$ cat src/scia_map.vh
// register map and field layout of the indirect fabric access port
// assumes a 12-bit byte address on the register bus and 32-bit data
`ifndef SCIA_MAP_VH
`define SCIA_MAP_VH

// ********************************
// register byte offsets
// ********************************
`define SCIA_AW          12
`define SCIA_OFS_VALUE   12'h1ac
`define SCIA_OFS_CMD     12'h1b0
`define SCIA_OFS_PAUSE   12'h1f0

// ********************************
// command word fields
// ********************************
`define SCIA_BIT_PEND    31
`define SCIA_BIT_DIR     30
`define SCIA_BIT_UP      29
`define SCIA_BIT_DOWN    28
`define SCIA_LANE_HI     19
`define SCIA_LANE_LO     16
`define SCIA_IDX_HI      15
`define SCIA_IDX_LO      0
`define SCIA_PAUSE_HI    15

// ********************************
// reset values and constants
// ********************************
`define SCIA_PAUSE_RST   16'hffff
`define SCIA_WORD_ZERO   32'h0000_0000
`define SCIA_HALF_ZERO   16'h0000
`define SCIA_IDX_ZERO    16'h0000
`define SCIA_IDX_ONE     16'h0001
`define SCIA_RSV_ZERO    8'h00
`define SCIA_LANE_ZERO   4'h0
`define SCIA_LANE_ALL    4'hf
`define SCIA_RESP_OKAY   2'b00
`define SCIA_RESP_SLVERR 2'b10

`endif

$ cat src/scia_axil_slave.v
// axi4-lite slave front end: turns bus transfers into one-cycle
// register write and read strobes for the indirect access port.
// assumes the register file decodes the address within the same cycle.
`timescale 1ns/1ns
`include "scia_map.vh"

module scia_axil_slave (
   input  wire                   aclk,
   input  wire                   aresetn,
   input  wire [`SCIA_AW-1:0]    s_axi_awaddr,
   input  wire                   s_axi_awvalid,
   output reg                    s_axi_awready,
   input  wire [31:0]            s_axi_wdata,
   input  wire [3:0]             s_axi_wstrb,
   input  wire                   s_axi_wvalid,
   output reg                    s_axi_wready,
   output reg  [1:0]             s_axi_bresp,
   output reg                    s_axi_bvalid,
   input  wire                   s_axi_bready,
   input  wire [`SCIA_AW-1:0]    s_axi_araddr,
   input  wire                   s_axi_arvalid,
   output reg                    s_axi_arready,
   output reg  [31:0]            s_axi_rdata,
   output reg  [1:0]             s_axi_rresp,
   output reg                    s_axi_rvalid,
   input  wire                   s_axi_rready,
   output reg                    wr_en,
   output reg  [`SCIA_AW-1:0]    wr_addr,
   output reg  [31:0]            wr_data,
   output reg  [3:0]             wr_strb,
   input  wire                   wr_ok,
   output reg                    rd_en,
   output reg  [`SCIA_AW-1:0]    rd_addr,
   input  wire [31:0]            rd_data,
   input  wire                   rd_ok
);

   // ********************************
   // write channel
   // ********************************
   // address and data are caught independently, so either may come first
   always @(posedge aclk) begin
      if (!aresetn) begin
         s_axi_awready <= 1'b1;
         s_axi_wready  <= 1'b1;
         s_axi_bvalid  <= 1'b0;
         s_axi_bresp   <= `SCIA_RESP_OKAY;
         wr_en         <= 1'b0;
         wr_addr       <= {`SCIA_AW{1'b0}};
         wr_data       <= `SCIA_WORD_ZERO;
         wr_strb       <= `SCIA_LANE_ZERO;
      end else begin
         wr_en <= 1'b0;
         if (s_axi_awvalid && s_axi_awready) begin
            wr_addr       <= s_axi_awaddr;
            s_axi_awready <= 1'b0;
         end
         if (s_axi_wvalid && s_axi_wready) begin
            wr_data      <= s_axi_wdata;
            wr_strb      <= s_axi_wstrb;
            s_axi_wready <= 1'b0;
         end
         if (!s_axi_awready && !s_axi_wready && !s_axi_bvalid) begin
            wr_en        <= 1'b1;
            s_axi_bvalid <= 1'b1;
            s_axi_bresp  <= wr_ok ? `SCIA_RESP_OKAY : `SCIA_RESP_SLVERR;
         end
         if (s_axi_bvalid && s_axi_bready) begin
            s_axi_bvalid  <= 1'b0;
            s_axi_awready <= 1'b1;
            s_axi_wready  <= 1'b1;
         end
      end
   end

   // ********************************
   // read channel
   // ********************************
   // rd_data is sampled in the strobe cycle, before any read side effect
   always @(posedge aclk) begin
      if (!aresetn) begin
         s_axi_arready <= 1'b1;
         s_axi_rvalid  <= 1'b0;
         s_axi_rdata   <= `SCIA_WORD_ZERO;
         s_axi_rresp   <= `SCIA_RESP_OKAY;
         rd_en         <= 1'b0;
         rd_addr       <= {`SCIA_AW{1'b0}};
      end else begin
         rd_en <= 1'b0;
         if (s_axi_arvalid && s_axi_arready) begin
            rd_addr       <= s_axi_araddr;
            rd_en         <= 1'b1;
            s_axi_arready <= 1'b0;
         end
         if (rd_en) begin
            s_axi_rvalid <= 1'b1;
            s_axi_rdata  <= rd_data;
            s_axi_rresp  <= rd_ok ? `SCIA_RESP_OKAY : `SCIA_RESP_SLVERR;
         end
         if (s_axi_rvalid && s_axi_rready) begin
            s_axi_rvalid  <= 1'b0;
            s_axi_arready <= 1'b1;
         end
      end
   end

endmodule

$ cat src/scia_top.v
// indirect access port to the switch fabric registers, with the upper
// half of the pause-frame source address.
// assumes a fabric register port that holds ack high for one cycle per
// request, and an eeprom loader that strobes its bytes before init_done.
// limitation: a stepping value read with dir_sel clear re-sends value_reg.
//
// The AXI4-Lite slave port is this design's own decision.
`timescale 1ns/1ns
`include "scia_map.vh"

module scia_top (
   input  wire                   aclk,
   input  wire                   aresetn,
   input  wire [`SCIA_AW-1:0]    s_axi_awaddr,
   input  wire                   s_axi_awvalid,
   output wire                   s_axi_awready,
   input  wire [31:0]            s_axi_wdata,
   input  wire [3:0]             s_axi_wstrb,
   input  wire                   s_axi_wvalid,
   output wire                   s_axi_wready,
   output wire [1:0]             s_axi_bresp,
   output wire                   s_axi_bvalid,
   input  wire                   s_axi_bready,
   input  wire [`SCIA_AW-1:0]    s_axi_araddr,
   input  wire                   s_axi_arvalid,
   output wire                   s_axi_arready,
   output wire [31:0]            s_axi_rdata,
   output wire [1:0]             s_axi_rresp,
   output wire                   s_axi_rvalid,
   input  wire                   s_axi_rready,
   output reg                    fab_req,
   output reg                    fab_we,
   output reg  [15:0]            fab_addr,
   output reg  [31:0]            fab_wdata,
   output reg  [3:0]             fab_be,
   input  wire                   fab_ack,
   input  wire [31:0]            fab_rdata,
   input  wire                   ee_load,
   input  wire [7:0]             ee_byte_lo,
   input  wire [7:0]             ee_byte_hi,
   input  wire                   init_done,
   output reg  [15:0]            host_station_addr_upper
);

   // ********************************
   // state codes
   // ********************************
   localparam [2:0] ST_IDLE = 3'b001;
   localparam [2:0] ST_BUSY = 3'b010;
   localparam [2:0] ST_DONE = 3'b100;

   // ********************************
   // functions
   // ********************************
   // byte-wise merge of bus write data, used with the bus write strobes only
   function [31:0] merge;
      input [31:0] old_word;
      input [31:0] new_word;
      input [3:0]  lanes;
      integer      i;
      begin
         merge = old_word;
         for (i = 0; i < 4; i = i + 1) begin
            if (lanes[i]) begin
               merge[i*8 +: 8] = new_word[i*8 +: 8];
            end
         end
      end
   endfunction

   // next index; up wins over down, and 16-bit width gives the wrap
   function [15:0] step;
      input [15:0] idx;
      input        up;
      input        down;
      begin
         if (up) begin
            step = idx + `SCIA_IDX_ONE;
         end else if (down) begin
            step = idx - `SCIA_IDX_ONE;
         end else begin
            step = idx;
         end
      end
   endfunction

   // map for the write answer only; the read decode lists the same offsets in its own case
   function reg_mapped;
      input [`SCIA_AW-1:0] addr;
      begin
         reg_mapped = (addr == `SCIA_OFS_CMD) ||
                      (addr == `SCIA_OFS_VALUE) ||
                      (addr == `SCIA_OFS_PAUSE);
      end
   endfunction

   // ********************************
   // registers
   // ********************************
   reg  [2:0]            state;
   reg                   op_pending;
   reg                   dir_sel;
   reg                   step_up_en;
   reg                   step_down_en;
   reg  [3:0]            lane_select;
   reg  [15:0]           target_index;
   reg  [31:0]           value_reg;
   reg  [31:0]           fetched;
   reg  [15:0]           pause_addr_upper;
   reg  [31:0]           next_rd_data;
   reg                   next_rd_ok;
   reg                   next_wr_ok;

   wire                  wr_en;
   wire [`SCIA_AW-1:0]   wr_addr;
   wire [31:0]           wr_data;
   wire [3:0]            wr_strb;
   wire                  rd_en;
   wire [`SCIA_AW-1:0]   rd_addr;
   wire [31:0]           cmd_word;
   wire [31:0]           cmd_new;
   wire [31:0]           value_new;
   wire [31:0]           pause_new;
   wire                  wr_cmd;
   wire                  wr_value;
   wire                  wr_pause;
   wire                  rd_value;
   wire                  stepping;
   wire [31:0]           pause_word;
   wire [15:0]           ee_word;
   wire                  launch_cmd;
   wire                  launch_value;
   wire                  launch_read;

   // ********************************
   // bus front end
   // ********************************
   scia_axil_slave u_bus (
      .aclk          (aclk),
      .aresetn       (aresetn),
      .s_axi_awaddr  (s_axi_awaddr),
      .s_axi_awvalid (s_axi_awvalid),
      .s_axi_awready (s_axi_awready),
      .s_axi_wdata   (s_axi_wdata),
      .s_axi_wstrb   (s_axi_wstrb),
      .s_axi_wvalid  (s_axi_wvalid),
      .s_axi_wready  (s_axi_wready),
      .s_axi_bresp   (s_axi_bresp),
      .s_axi_bvalid  (s_axi_bvalid),
      .s_axi_bready  (s_axi_bready),
      .s_axi_araddr  (s_axi_araddr),
      .s_axi_arvalid (s_axi_arvalid),
      .s_axi_arready (s_axi_arready),
      .s_axi_rdata   (s_axi_rdata),
      .s_axi_rresp   (s_axi_rresp),
      .s_axi_rvalid  (s_axi_rvalid),
      .s_axi_rready  (s_axi_rready),
      .wr_en         (wr_en),
      .wr_addr       (wr_addr),
      .wr_data       (wr_data),
      .wr_strb       (wr_strb),
      .wr_ok         (next_wr_ok),
      .rd_en         (rd_en),
      .rd_addr       (rd_addr),
      .rd_data       (next_rd_data),
      .rd_ok         (next_rd_ok)
   );

   // ********************************
   // decode
   // ********************************
   assign cmd_word  = {op_pending, dir_sel, step_up_en, step_down_en,
                       `SCIA_RSV_ZERO, lane_select,
                       target_index};
   assign cmd_new   = merge(cmd_word, wr_data, wr_strb);
   assign value_new = merge(value_reg, wr_data, wr_strb);
   assign pause_word = {`SCIA_HALF_ZERO, pause_addr_upper};
   assign pause_new = merge(pause_word, wr_data, wr_strb);
   assign ee_word   = {ee_byte_hi, ee_byte_lo};
   assign wr_cmd    = wr_en && (wr_addr == `SCIA_OFS_CMD);
   assign wr_value  = wr_en && (wr_addr == `SCIA_OFS_VALUE);
   assign wr_pause  = wr_en && (wr_addr == `SCIA_OFS_PAUSE);
   assign rd_value  = rd_en && (rd_addr == `SCIA_OFS_VALUE);
   assign stepping  = step_up_en || step_down_en;

   // ********************************
   // access triggers
   // ********************************
   // a stepping value read during a busy access launches nothing
   assign launch_cmd   = wr_cmd && cmd_new[`SCIA_BIT_PEND];
   assign launch_value = wr_value && stepping;
   assign launch_read  = rd_value && stepping && !op_pending;

   always @* begin
      next_wr_ok = reg_mapped(wr_addr);
   end

   // unmapped reads answer zero with slverr
   always @* begin
      next_rd_ok   = 1'b1;
      next_rd_data = `SCIA_WORD_ZERO;
      case (rd_addr)
         `SCIA_OFS_CMD: begin
            next_rd_data = cmd_word;
         end
         `SCIA_OFS_VALUE: begin
            next_rd_data = dir_sel ? fetched : value_reg;
         end
         `SCIA_OFS_PAUSE: begin
            next_rd_data = pause_word;
         end
         default: begin
            next_rd_ok = 1'b0;
         end
      endcase
   end

   // ********************************
   // command, value and fabric sequencer
   // ********************************
   // the sequencer runs first in the block so a host set of op_pending
   // in the same cycle overrides its clear
   always @(posedge aclk) begin
      if (!aresetn) begin
         state        <= ST_IDLE;
         op_pending   <= 1'b0;
         dir_sel      <= 1'b0;
         step_up_en   <= 1'b0;
         step_down_en <= 1'b0;
         lane_select  <= `SCIA_LANE_ZERO;
         target_index <= `SCIA_IDX_ZERO;
         value_reg    <= `SCIA_WORD_ZERO;
         fetched      <= `SCIA_WORD_ZERO;
         fab_req      <= 1'b0;
         fab_we       <= 1'b0;
         fab_addr     <= `SCIA_IDX_ZERO;
         fab_wdata    <= `SCIA_WORD_ZERO;
         fab_be       <= `SCIA_LANE_ZERO;
      end else begin
         case (state)
            ST_IDLE: begin
               if (op_pending) begin
                  fab_req   <= 1'b1;
                  fab_we    <= !dir_sel;
                  fab_addr  <= target_index;
                  fab_wdata <= value_reg;
                  fab_be    <= dir_sel ? `SCIA_LANE_ALL : lane_select;
                  state     <= ST_BUSY;
               end
            end
            ST_BUSY: begin
               if (fab_ack) begin
                  fab_req <= 1'b0;
                  if (!fab_we) begin
                     fetched <= fab_rdata;
                  end
                  state <= ST_DONE;
               end
            end
            ST_DONE: begin
               // fetched is already held here, one cycle before the clear
               op_pending <= 1'b0;
               if (fab_we) begin
                  target_index <= step(target_index, step_up_en,
                                       step_down_en);
               end
               state <= ST_IDLE;
            end
            default: begin
               state   <= ST_IDLE;
               fab_req <= 1'b0;
            end
         endcase

         // host relies on software keeping still while busy
         if (wr_cmd) begin
            dir_sel      <= cmd_new[`SCIA_BIT_DIR];
            step_up_en   <= cmd_new[`SCIA_BIT_UP];
            step_down_en <= cmd_new[`SCIA_BIT_DOWN];
            lane_select  <= cmd_new[`SCIA_LANE_HI:`SCIA_LANE_LO];
            target_index <= cmd_new[`SCIA_IDX_HI:`SCIA_IDX_LO];
            if (launch_cmd) begin
               op_pending <= 1'b1;
            end
         end

         if (wr_value) begin
            value_reg <= value_new;
            if (launch_value) begin
               op_pending <= 1'b1;
            end
         end

         if (launch_read) begin
            target_index <= step(target_index, step_up_en, step_down_en);
            op_pending   <= 1'b1;
         end
      end
   end

   // ********************************
   // pause-frame source address
   // ********************************
   // eeprom preset only before init completes; afterwards the host owns pause_addr_upper, while host_station_addr_upper keeps the eeprom value
   always @(posedge aclk) begin
      if (!aresetn) begin
         pause_addr_upper        <= `SCIA_PAUSE_RST;
         host_station_addr_upper <= `SCIA_PAUSE_RST;
      end else begin
         if (ee_load && !init_done) begin
            pause_addr_upper        <= ee_word;
            host_station_addr_upper <= ee_word;
         end else if (wr_pause && init_done) begin
            pause_addr_upper <= pause_new[`SCIA_PAUSE_HI:0];
         end
      end
   end

endmodule

$ cat config.mk
export PLATFORM = sky130hd
export DESIGN_NAME = scia_top
export DESIGN_NICKNAME = d
export VERILOG_FILES = /design/src/scia_axil_slave.v /design/src/scia_top.v
export VERILOG_INCLUDE_DIRS = /design/src /design/src/src
export SDC_FILE = /design/constraint.sdc
export NUM_CORES = 1
export LEC_CHECK = 0
export BUFFER_PORTS_ARGS = -buffer_cell sky130_fd_sc_hd__buf_4
export CAP_MARGIN = 15
export CORE_MARGIN = 1.5
export CORE_UTILIZATION = 55
export DETAILED_ROUTE_END_ITERATION = 12
export PLACE_DENSITY = 0.83
export SYNTH_ARGS = -nofsm -noshare
export SYNTH_HDL_FRONTEND = slang
export SYNTH_SLANG_ARGS = --single-unit
$ cat constraint.sdc
create_clock -name aclk -period 2.9 [get_ports aclk]
set_clock_uncertainty 0.05 [all_clocks]
set_input_delay 0.29 -clock aclk [delete_from_list [all_inputs] [get_ports aclk]]
set_output_delay 0.29 -clock aclk [all_outputs]
set_load 0.005 [all_outputs]
==> impl_metrics.toml, run 1 <==
[sta]
hold_violations = 0
worstMarginPinSlew_ns = 1.204
maxSlewViolCount = 0
rsz0062_at_grt = "no"
fin_crit_ns = 2.567
finalSetupViolations = 0
min_period_over_period_pct = 88.50
fmax_mhz = 389.6
totalNegativeSetupSlack_ns = 0
relSlewSlack_pct = 19.75
setup_ws_ns = 0.3334

[worst_setup_path]
worstSetupEndpointType = "flip-flop"
crit_type = "flip-flop to flip-flop"
crit_required_ns = 3.29
crit_chain = "nor3b_1 > nand4_1 > a41oi_1 > buf_4 > nor2_1 > a22o_1 > a32o_1"
slowest_stage = "a41oi_1"
r2r-end = "target_index[15]"
cp-start-kind = "flip-flop"
r2r_start = "u_bus.wr_addr[4]"
critPathCapture = "target_index[15]"
critPathMaxStageDelay_ns = 0.52
crit_start = "u_bus.wr_addr[4]"
r2r_setup_slack_ns = 0.33
path_max_fanout = 20
r2r_cells = 7
cp_data_arrival_time_ns = 2.96

[route]
num_vias = 11870
routed_wl_um = 39660
ant_nets = 0
drt_iter0_markers = 1293
drc = 0
vias_per_cell = 5.939
wl_per_cell_um = 19.85
drtPass1Iterations = 5

[cells_and_area]
fin_util_pct = 76.14
area_delta_synth_final_pct = 35.78
drive_gt1_share_pct = 18.65
final_cells = 1998
nets = 1826

[synthesis]
yosys_warnings = 0
ys_seq_elements = 278
ys_seq_area_share_pct = 49.05
postSynthAreaPerCell_um2 = 8.030
synthCells = 1413
async_flop_share_pct = 0
synth_area_um2 = 11350
synth_cell_types = 62
yosys_most_used_dff = "dfxtp_1"
synth_edf_count = 0

[die]
chipHeight_um = 146.6
die_w_um = 146.6
fp-row-count = 52
fp.dieArea_um2 = 21500
core-area_um2 = 20230
start_util_pct = 56.07
io_pins = 229

[power_and_ir_drop]
power_per_cell_area_nw_per_um2 = 565.4
p_leak_uw = 0.005894
ir_drop_mv = 0.5747

[clocking]
root_buffer = "clkbuf_16"
path_clk_slew_ns = 0.06
clk_latency_ns = 0.56
htree_num_levels = 1
cts_buffer_depth = 3
clock-sinks = 278
cts_tree = "done"
cts_resized = 0
numCtsBuffers = 28

[hold_path]
hp-class = "input port to flip-flop"

[global_routing]
grt_pass1_vias = 11370
grt_max_degree = 80
antenna_found_initial = 1
grt_first_pass_wirelength_um = 61410
grt_usage_pct = 35.75
grt_overflow_total = 0

[flow_run]
drv_cap = 0

[placement]
gp_congestion = 0.9622
place_hpwl_um = 23960
post-place-cells = 1831
dp_slack_ns = 0.4355
portBuffers = 226

[outcome]
status = "finished, final reports clean"
[cell type report]
type                    count  area (um^2)
inverters                  12        50.05
clock buffers              37        784.5
diodes                      1        2.502
flip-flops and latches    278         5567
repair buffers            369         3070
well taps                 270        337.8
clock inverters            14        272.8
multi-input cells        1017         5321
fillers                  1325         4828
[routing by layer]
layer	vias up	GRT usage, %	part of all wire [%]
met2	704	60.94	49
met4	0	15.15	4.0
met3	132	5.031	8.4
met1	5609	45.27	39
li1	5422	-	-
met5	-	0	0
[critical path, delay by kind of cell, from the launching register on]
family / cells / cell delay (ns)
buffers and inverters: 1 / 0.34
and+or+nand+nor: 3 / 0.80
AOI/OAI and AO/OA: 3 / 0.90
DFF: 1 / 0.36
[cell usage after synthesis (14+ instances only)]
library cell	number	share of area (%)
buf_2	14	0.62
clkbuf_1	81	2.7
o21ai_0	27	1.2
nand2_1	361	12
a21oi_1	231	10
nor3_1	36	1.6
a22o_1	17	1.3
nor2_1	100	3.3
dfxtp_1	278	49
o22ai_1	21	1.2
mux2i_1	71	6.3
nand3_1	45	2.0
[cells in the final DEF (no fill, tap or decap), types with 3 or more instances in the layout]
master,n
a211oi_1,10
a21o_1,6
a21oi_1,231
a22o_1,17
a31oi_1,4
a32o_1,3
and2_1,5
and4_1,3
and4bb_2,3
buf_4,253
bufinv_16,7
clkbuf_1,4
clkbuf_16,28
clkbuf_8,5
clkinv_2,5
dfxtp_1,277
dlygate4sd3_1,115
inv_1,10
mux2i_1,71
nand2_1,361
nand2b_1,6
nand3_1,45
nand4_1,7
nor2_1,99
nor3_1,36
nor3b_1,4
nor4b_1,3
nor4b_2,3
o21a_1,5
o21ai_0,27
o22ai_1,21
o31a_1,3
o32ai_1,4
[cell families (layout without fill, tap and decap cells)]
family	count (synthesis)	after routing	share of synthesized area [%]
AOI/OAI and AO/OA	348	348	17.59
other	1	3	0.03305
and+or+nand+nor	594	594	22.64
adders and majority gates	2	2	0.2205
DFF	278	278	49.05
buffers and inverters	119	432	4.202
muxes	71	71	6.264
[where the power goes]
| group | switching, uW | total, uW | leakage [uW] | internal [uW] |
|---|---|---|---|---|
| Sequential | 92.2 | 4000 | 0.00226 | 3900 |
| Combinational | 308 | 630 | 0.00312 | 322 |
| Clock | 1550 | 4090 | 0.000516 | 2530 |
| Total | 1950 | 8710 | 0.00589 | 6760 |
[worst min path at each step]
stage / startpoint / endpoint / cells after the start
after detailed placement: u_bus.rd_addr[7] / u_bus.rd_addr[7] / 2
after CTS: s_axi_bready / u_bus.s_axi_bvalid / 4
after floorplan: s_axi_arvalid / u_bus.s_axi_arready / 1
final: fab_rdata[3] / fetched[3] / 3
after global placement: u_bus.wr_addr[10] / u_bus.wr_addr[10] / 2
after global routing: fab_rdata[3] / fetched[3] / 3
[repair_timing]
| action | in CTS | in global routing |
|---|---|---|
| setup buffers | 0 | 0 |
| hold endpoints to repair | 123 | 0 |
| hold buffers | 115 | 0 |
[through the flow]
step	total power (uW)	instance area [um^2]	hold WS, ns
detailed placement	4536	13200	0.3960
CTS	8666	15400	0.01068
global route	8931	15410	0.02778
global placement	4526	13200	0.3885
floorplan	4272	11350	0.3404
finish	8711	15410	0.01760
(Power assumes the default switching activity.)
==> run 2: changes to the inputs <==
CORE_UTILIZATION = 56   (was 55)
REMOVE_ABC_BUFFERS = 1   (was unset)
SYNTH_HIERARCHICAL = 1   (was unset)
==> impl_metrics.toml, run 2 <==
[sta]
whs_ns = 0.007709
hold_violations = 0
totalNegativeSetupSlack_ns = 0
finalSetupViolations = 0
worstMarginPinSlew_ns = 1.012
min_period_over_period_pct = 91.67
rsz0062_at_grt = "no"
maxSlewViolCount = 0
relSlewSlack_pct = 32.55
fmax_mhz = 376.2
fin_crit_ns = 2.658

[worst_setup_path]
worstSetupEndpointType = "flip-flop"
critPathMaxStageDelay_ns = 0.68
crit_chain = "or4b_1 > nor4b_4 > nor2_2 > a211oi_2 > buf_4 > a21oi_1 > o32ai_1"
cp_data_arrival_time_ns = 3.05
critPathBufInv = 1
path_max_fanout = 12
crit_type = "flip-flop to flip-flop"
r2r_cells = 7
r2r-end = "target_index[3]"
slowest_stage = "or4b_1"
r2r_setup_slack_ns = 0.24
critPathTopFamily = "simple AND/OR/NAND/NOR gates"
cp-start-kind = "flip-flop"
r2r_start = "u_bus/wr_addr[9]"
crit_required_ns = 3.29

[global_routing]
grt_usage_pct = 31.06
grt_max_degree = 79
antenna_found_initial = 0
grt_pass1_vias = 10790
grt_first_pass_wirelength_um = 55710
grt_overflow_total = 0

[synthesis]
synth_edf_count = 0
synth.area.top_cells = "dfxtp_1 46%, nand2_1 8.6%, mux2i_1 7.2%, a21oi_1 5.8%, and3_1 4.3%"
synth_area_um2 = 12090
postSynthAreaPerCell_um2 = 8.329
ys_seq_elements = 278
synthTopCellsByCount = "278 x dfxtp_1, 276 x nand2_1, 141 x a21oi_1"
synth_cell_types = 53
yosys_most_used_dff = "dfxtp_1"
synthCells = 1452
yosys_warnings = 6
ys_seq_area_share_pct = 46.02
async_flop_share_pct = 0
synth.top_cell.area_share_pct = 46.02
synth.most_common_cell = "dfxtp_1"
yosysTopAreaCell = "dfxtp_1"

[clocking]
clk_latency_ns = 0.54
clock-sinks = 278
root_buffer = "clkbuf_16"
htree_num_levels = 1
path_clk_slew_ns = 0.06
cts_buffer_depth = 3
cts_setup_buffers = 0
cts_tree = "done"
numCtsBuffers = 28

[hold_path]
hold_path_depth = 3
hold_start = "ee_byte_hi[6]"
hp-class = "input port to flip-flop"
worst_hold_path.endpoint = "host_station_addr_upper[14]"

[route]
drc = 0
vias_per_cell = 5.793
wl_per_cell_um = 18.35
drt_iter0_markers = 850
drtPass1Iterations = 8
ant_nets = 0
routed_wl_um = 35900
num_vias = 11330

[cells_and_area]
finalInstanceArea_um2 = 15250
final_cell_mix = "276 x nand2_1, 275 x dfxtp_1, 253 x buf_4"
nets = 1782
n_antenna_cell = 0
final_common_cell = "nand2_1"
area_delta_synth_final_pct = 26.06
drive_gt1_share_pct = 19.16

[placement]
gp_congestion = 0.8470
dpl-instance-area_um2 = 13930
place_hpwl_um = 22620
portBuffers = 226

[die]
fp.dieArea_um2 = 22490
chipHeight_um = 150.0
fp-row-count = 53
start_util_pct = 57.35
io_pins = 229
core-area_um2 = 21090
die_w_um = 150.0

[power_and_ir_drop]
power_per_cell_area_nw_per_um2 = 526.6
ir_drop_mv = 0.3845
p_leak_uw = 0.005951

[outcome]
status = "finished, final reports clean"

[flow_run]
drv_cap = 0
run 2: changes by cell type in the layout (fill, tap and decap cells not counted), moves of 20 or more:
cell           delta
o21a_1           +63
and3_1           +81
nor3_1           -20
dlygate4sd3_1    -72
a21boi_0         +60
o21ai_0          +26
nor2b_1          +34
nand2_1          -85
a21oi_1          -90
run 2: worst max-delay path by stage:
stage                      from  cells past startpoint  slack (ns)                to
5_1_grt        u_bus/wr_addr[9]                      7        0.11   target_index[5]
6_report       u_bus/wr_addr[9]                      7        0.24   target_index[3]
3_3_place_gp   u_bus/wr_addr[9]                      6        0.27  target_index[12]
2_1_floorplan  u_bus/wr_addr[9]                      5       -0.45     value_reg[24]
4_1_cts        u_bus/wr_addr[9]                      6        0.15  target_index[13]
3_5_place_dp   u_bus/wr_addr[9]                      6        0.21  target_index[13]
run 2: cell type report:
cell class | instances | area, um^2
multi-input combinational | 1049 | 6037
fill | 1580 | 5842
sequential | 278 | 5569
timing repair buffer | 299 | 2390
clock buffer | 39 | 803.3
tap | 275 | 344.1
clock inverter | 10 | 77.57
inverter | 6 | 25.02
run 2: worst reg2reg max path, delay by kind of cell (launching register included):
kind,cells,cell delay (ns)
compound gates,3,0.58
flops,1,0.31
buf+inv,1,0.25
simple gates,3,1.36
run 2: through the flow:
step / instances / utilization (%) / power [uW] / setup WS (ns)
floorplan: 1333 / - / 4247 / -0.4452
global placement: 1864 / 66.07 / 4539 / 0.2675
detailed placement: 1864 / 66.07 / 4549 / 0.2088
CTS: 1956 / 72.29 / 8033 / 0.1532
global route: 1956 / 72.30 / 8254 / 0.1104
finish: 1956 / 72.30 / 8028 / 0.2415
run 2: timing repair:
| item | in CTS | in global routing |
|---|---|---|
| endpoints found under the setup margin | 0 | 6 |
| hold endpoints to repair | 50 | 0 |
| hold buffers | 43 | 0 |
| resized for setup | 0 | 2 |
run 2: report_power, final:
part	internal [uW]	leakage, uW	switching [uW]
Combinational	293	0.00326	248
Clock	2010	0.000439	1490
Sequential	3900	0.00226	88.7
Total	6200	0.00595	1830
run 2: metal layers:
layer | up-vias | GRT usage [%] | share of wire (%)
met5 | - | 0 | 0
met4 | 0 | 9.510 | 2.4
met3 | 72 | 5.030 | 7.9
met2 | 492 | 52.87 | 48
met1 | 5352 | 40.25 | 42
li1 | 5415 | - | -
run 2: cells by family after synthesis:
group           Yosys count  share of synthesized area (%)
simple gates            586                          23.10
other cells               1                        0.03101
mux                      88                          7.294
flops                   278                          46.02
compound gates          371                          19.05
buf+inv                 126                          4.304
fa+ha+maj                 2                         0.2069
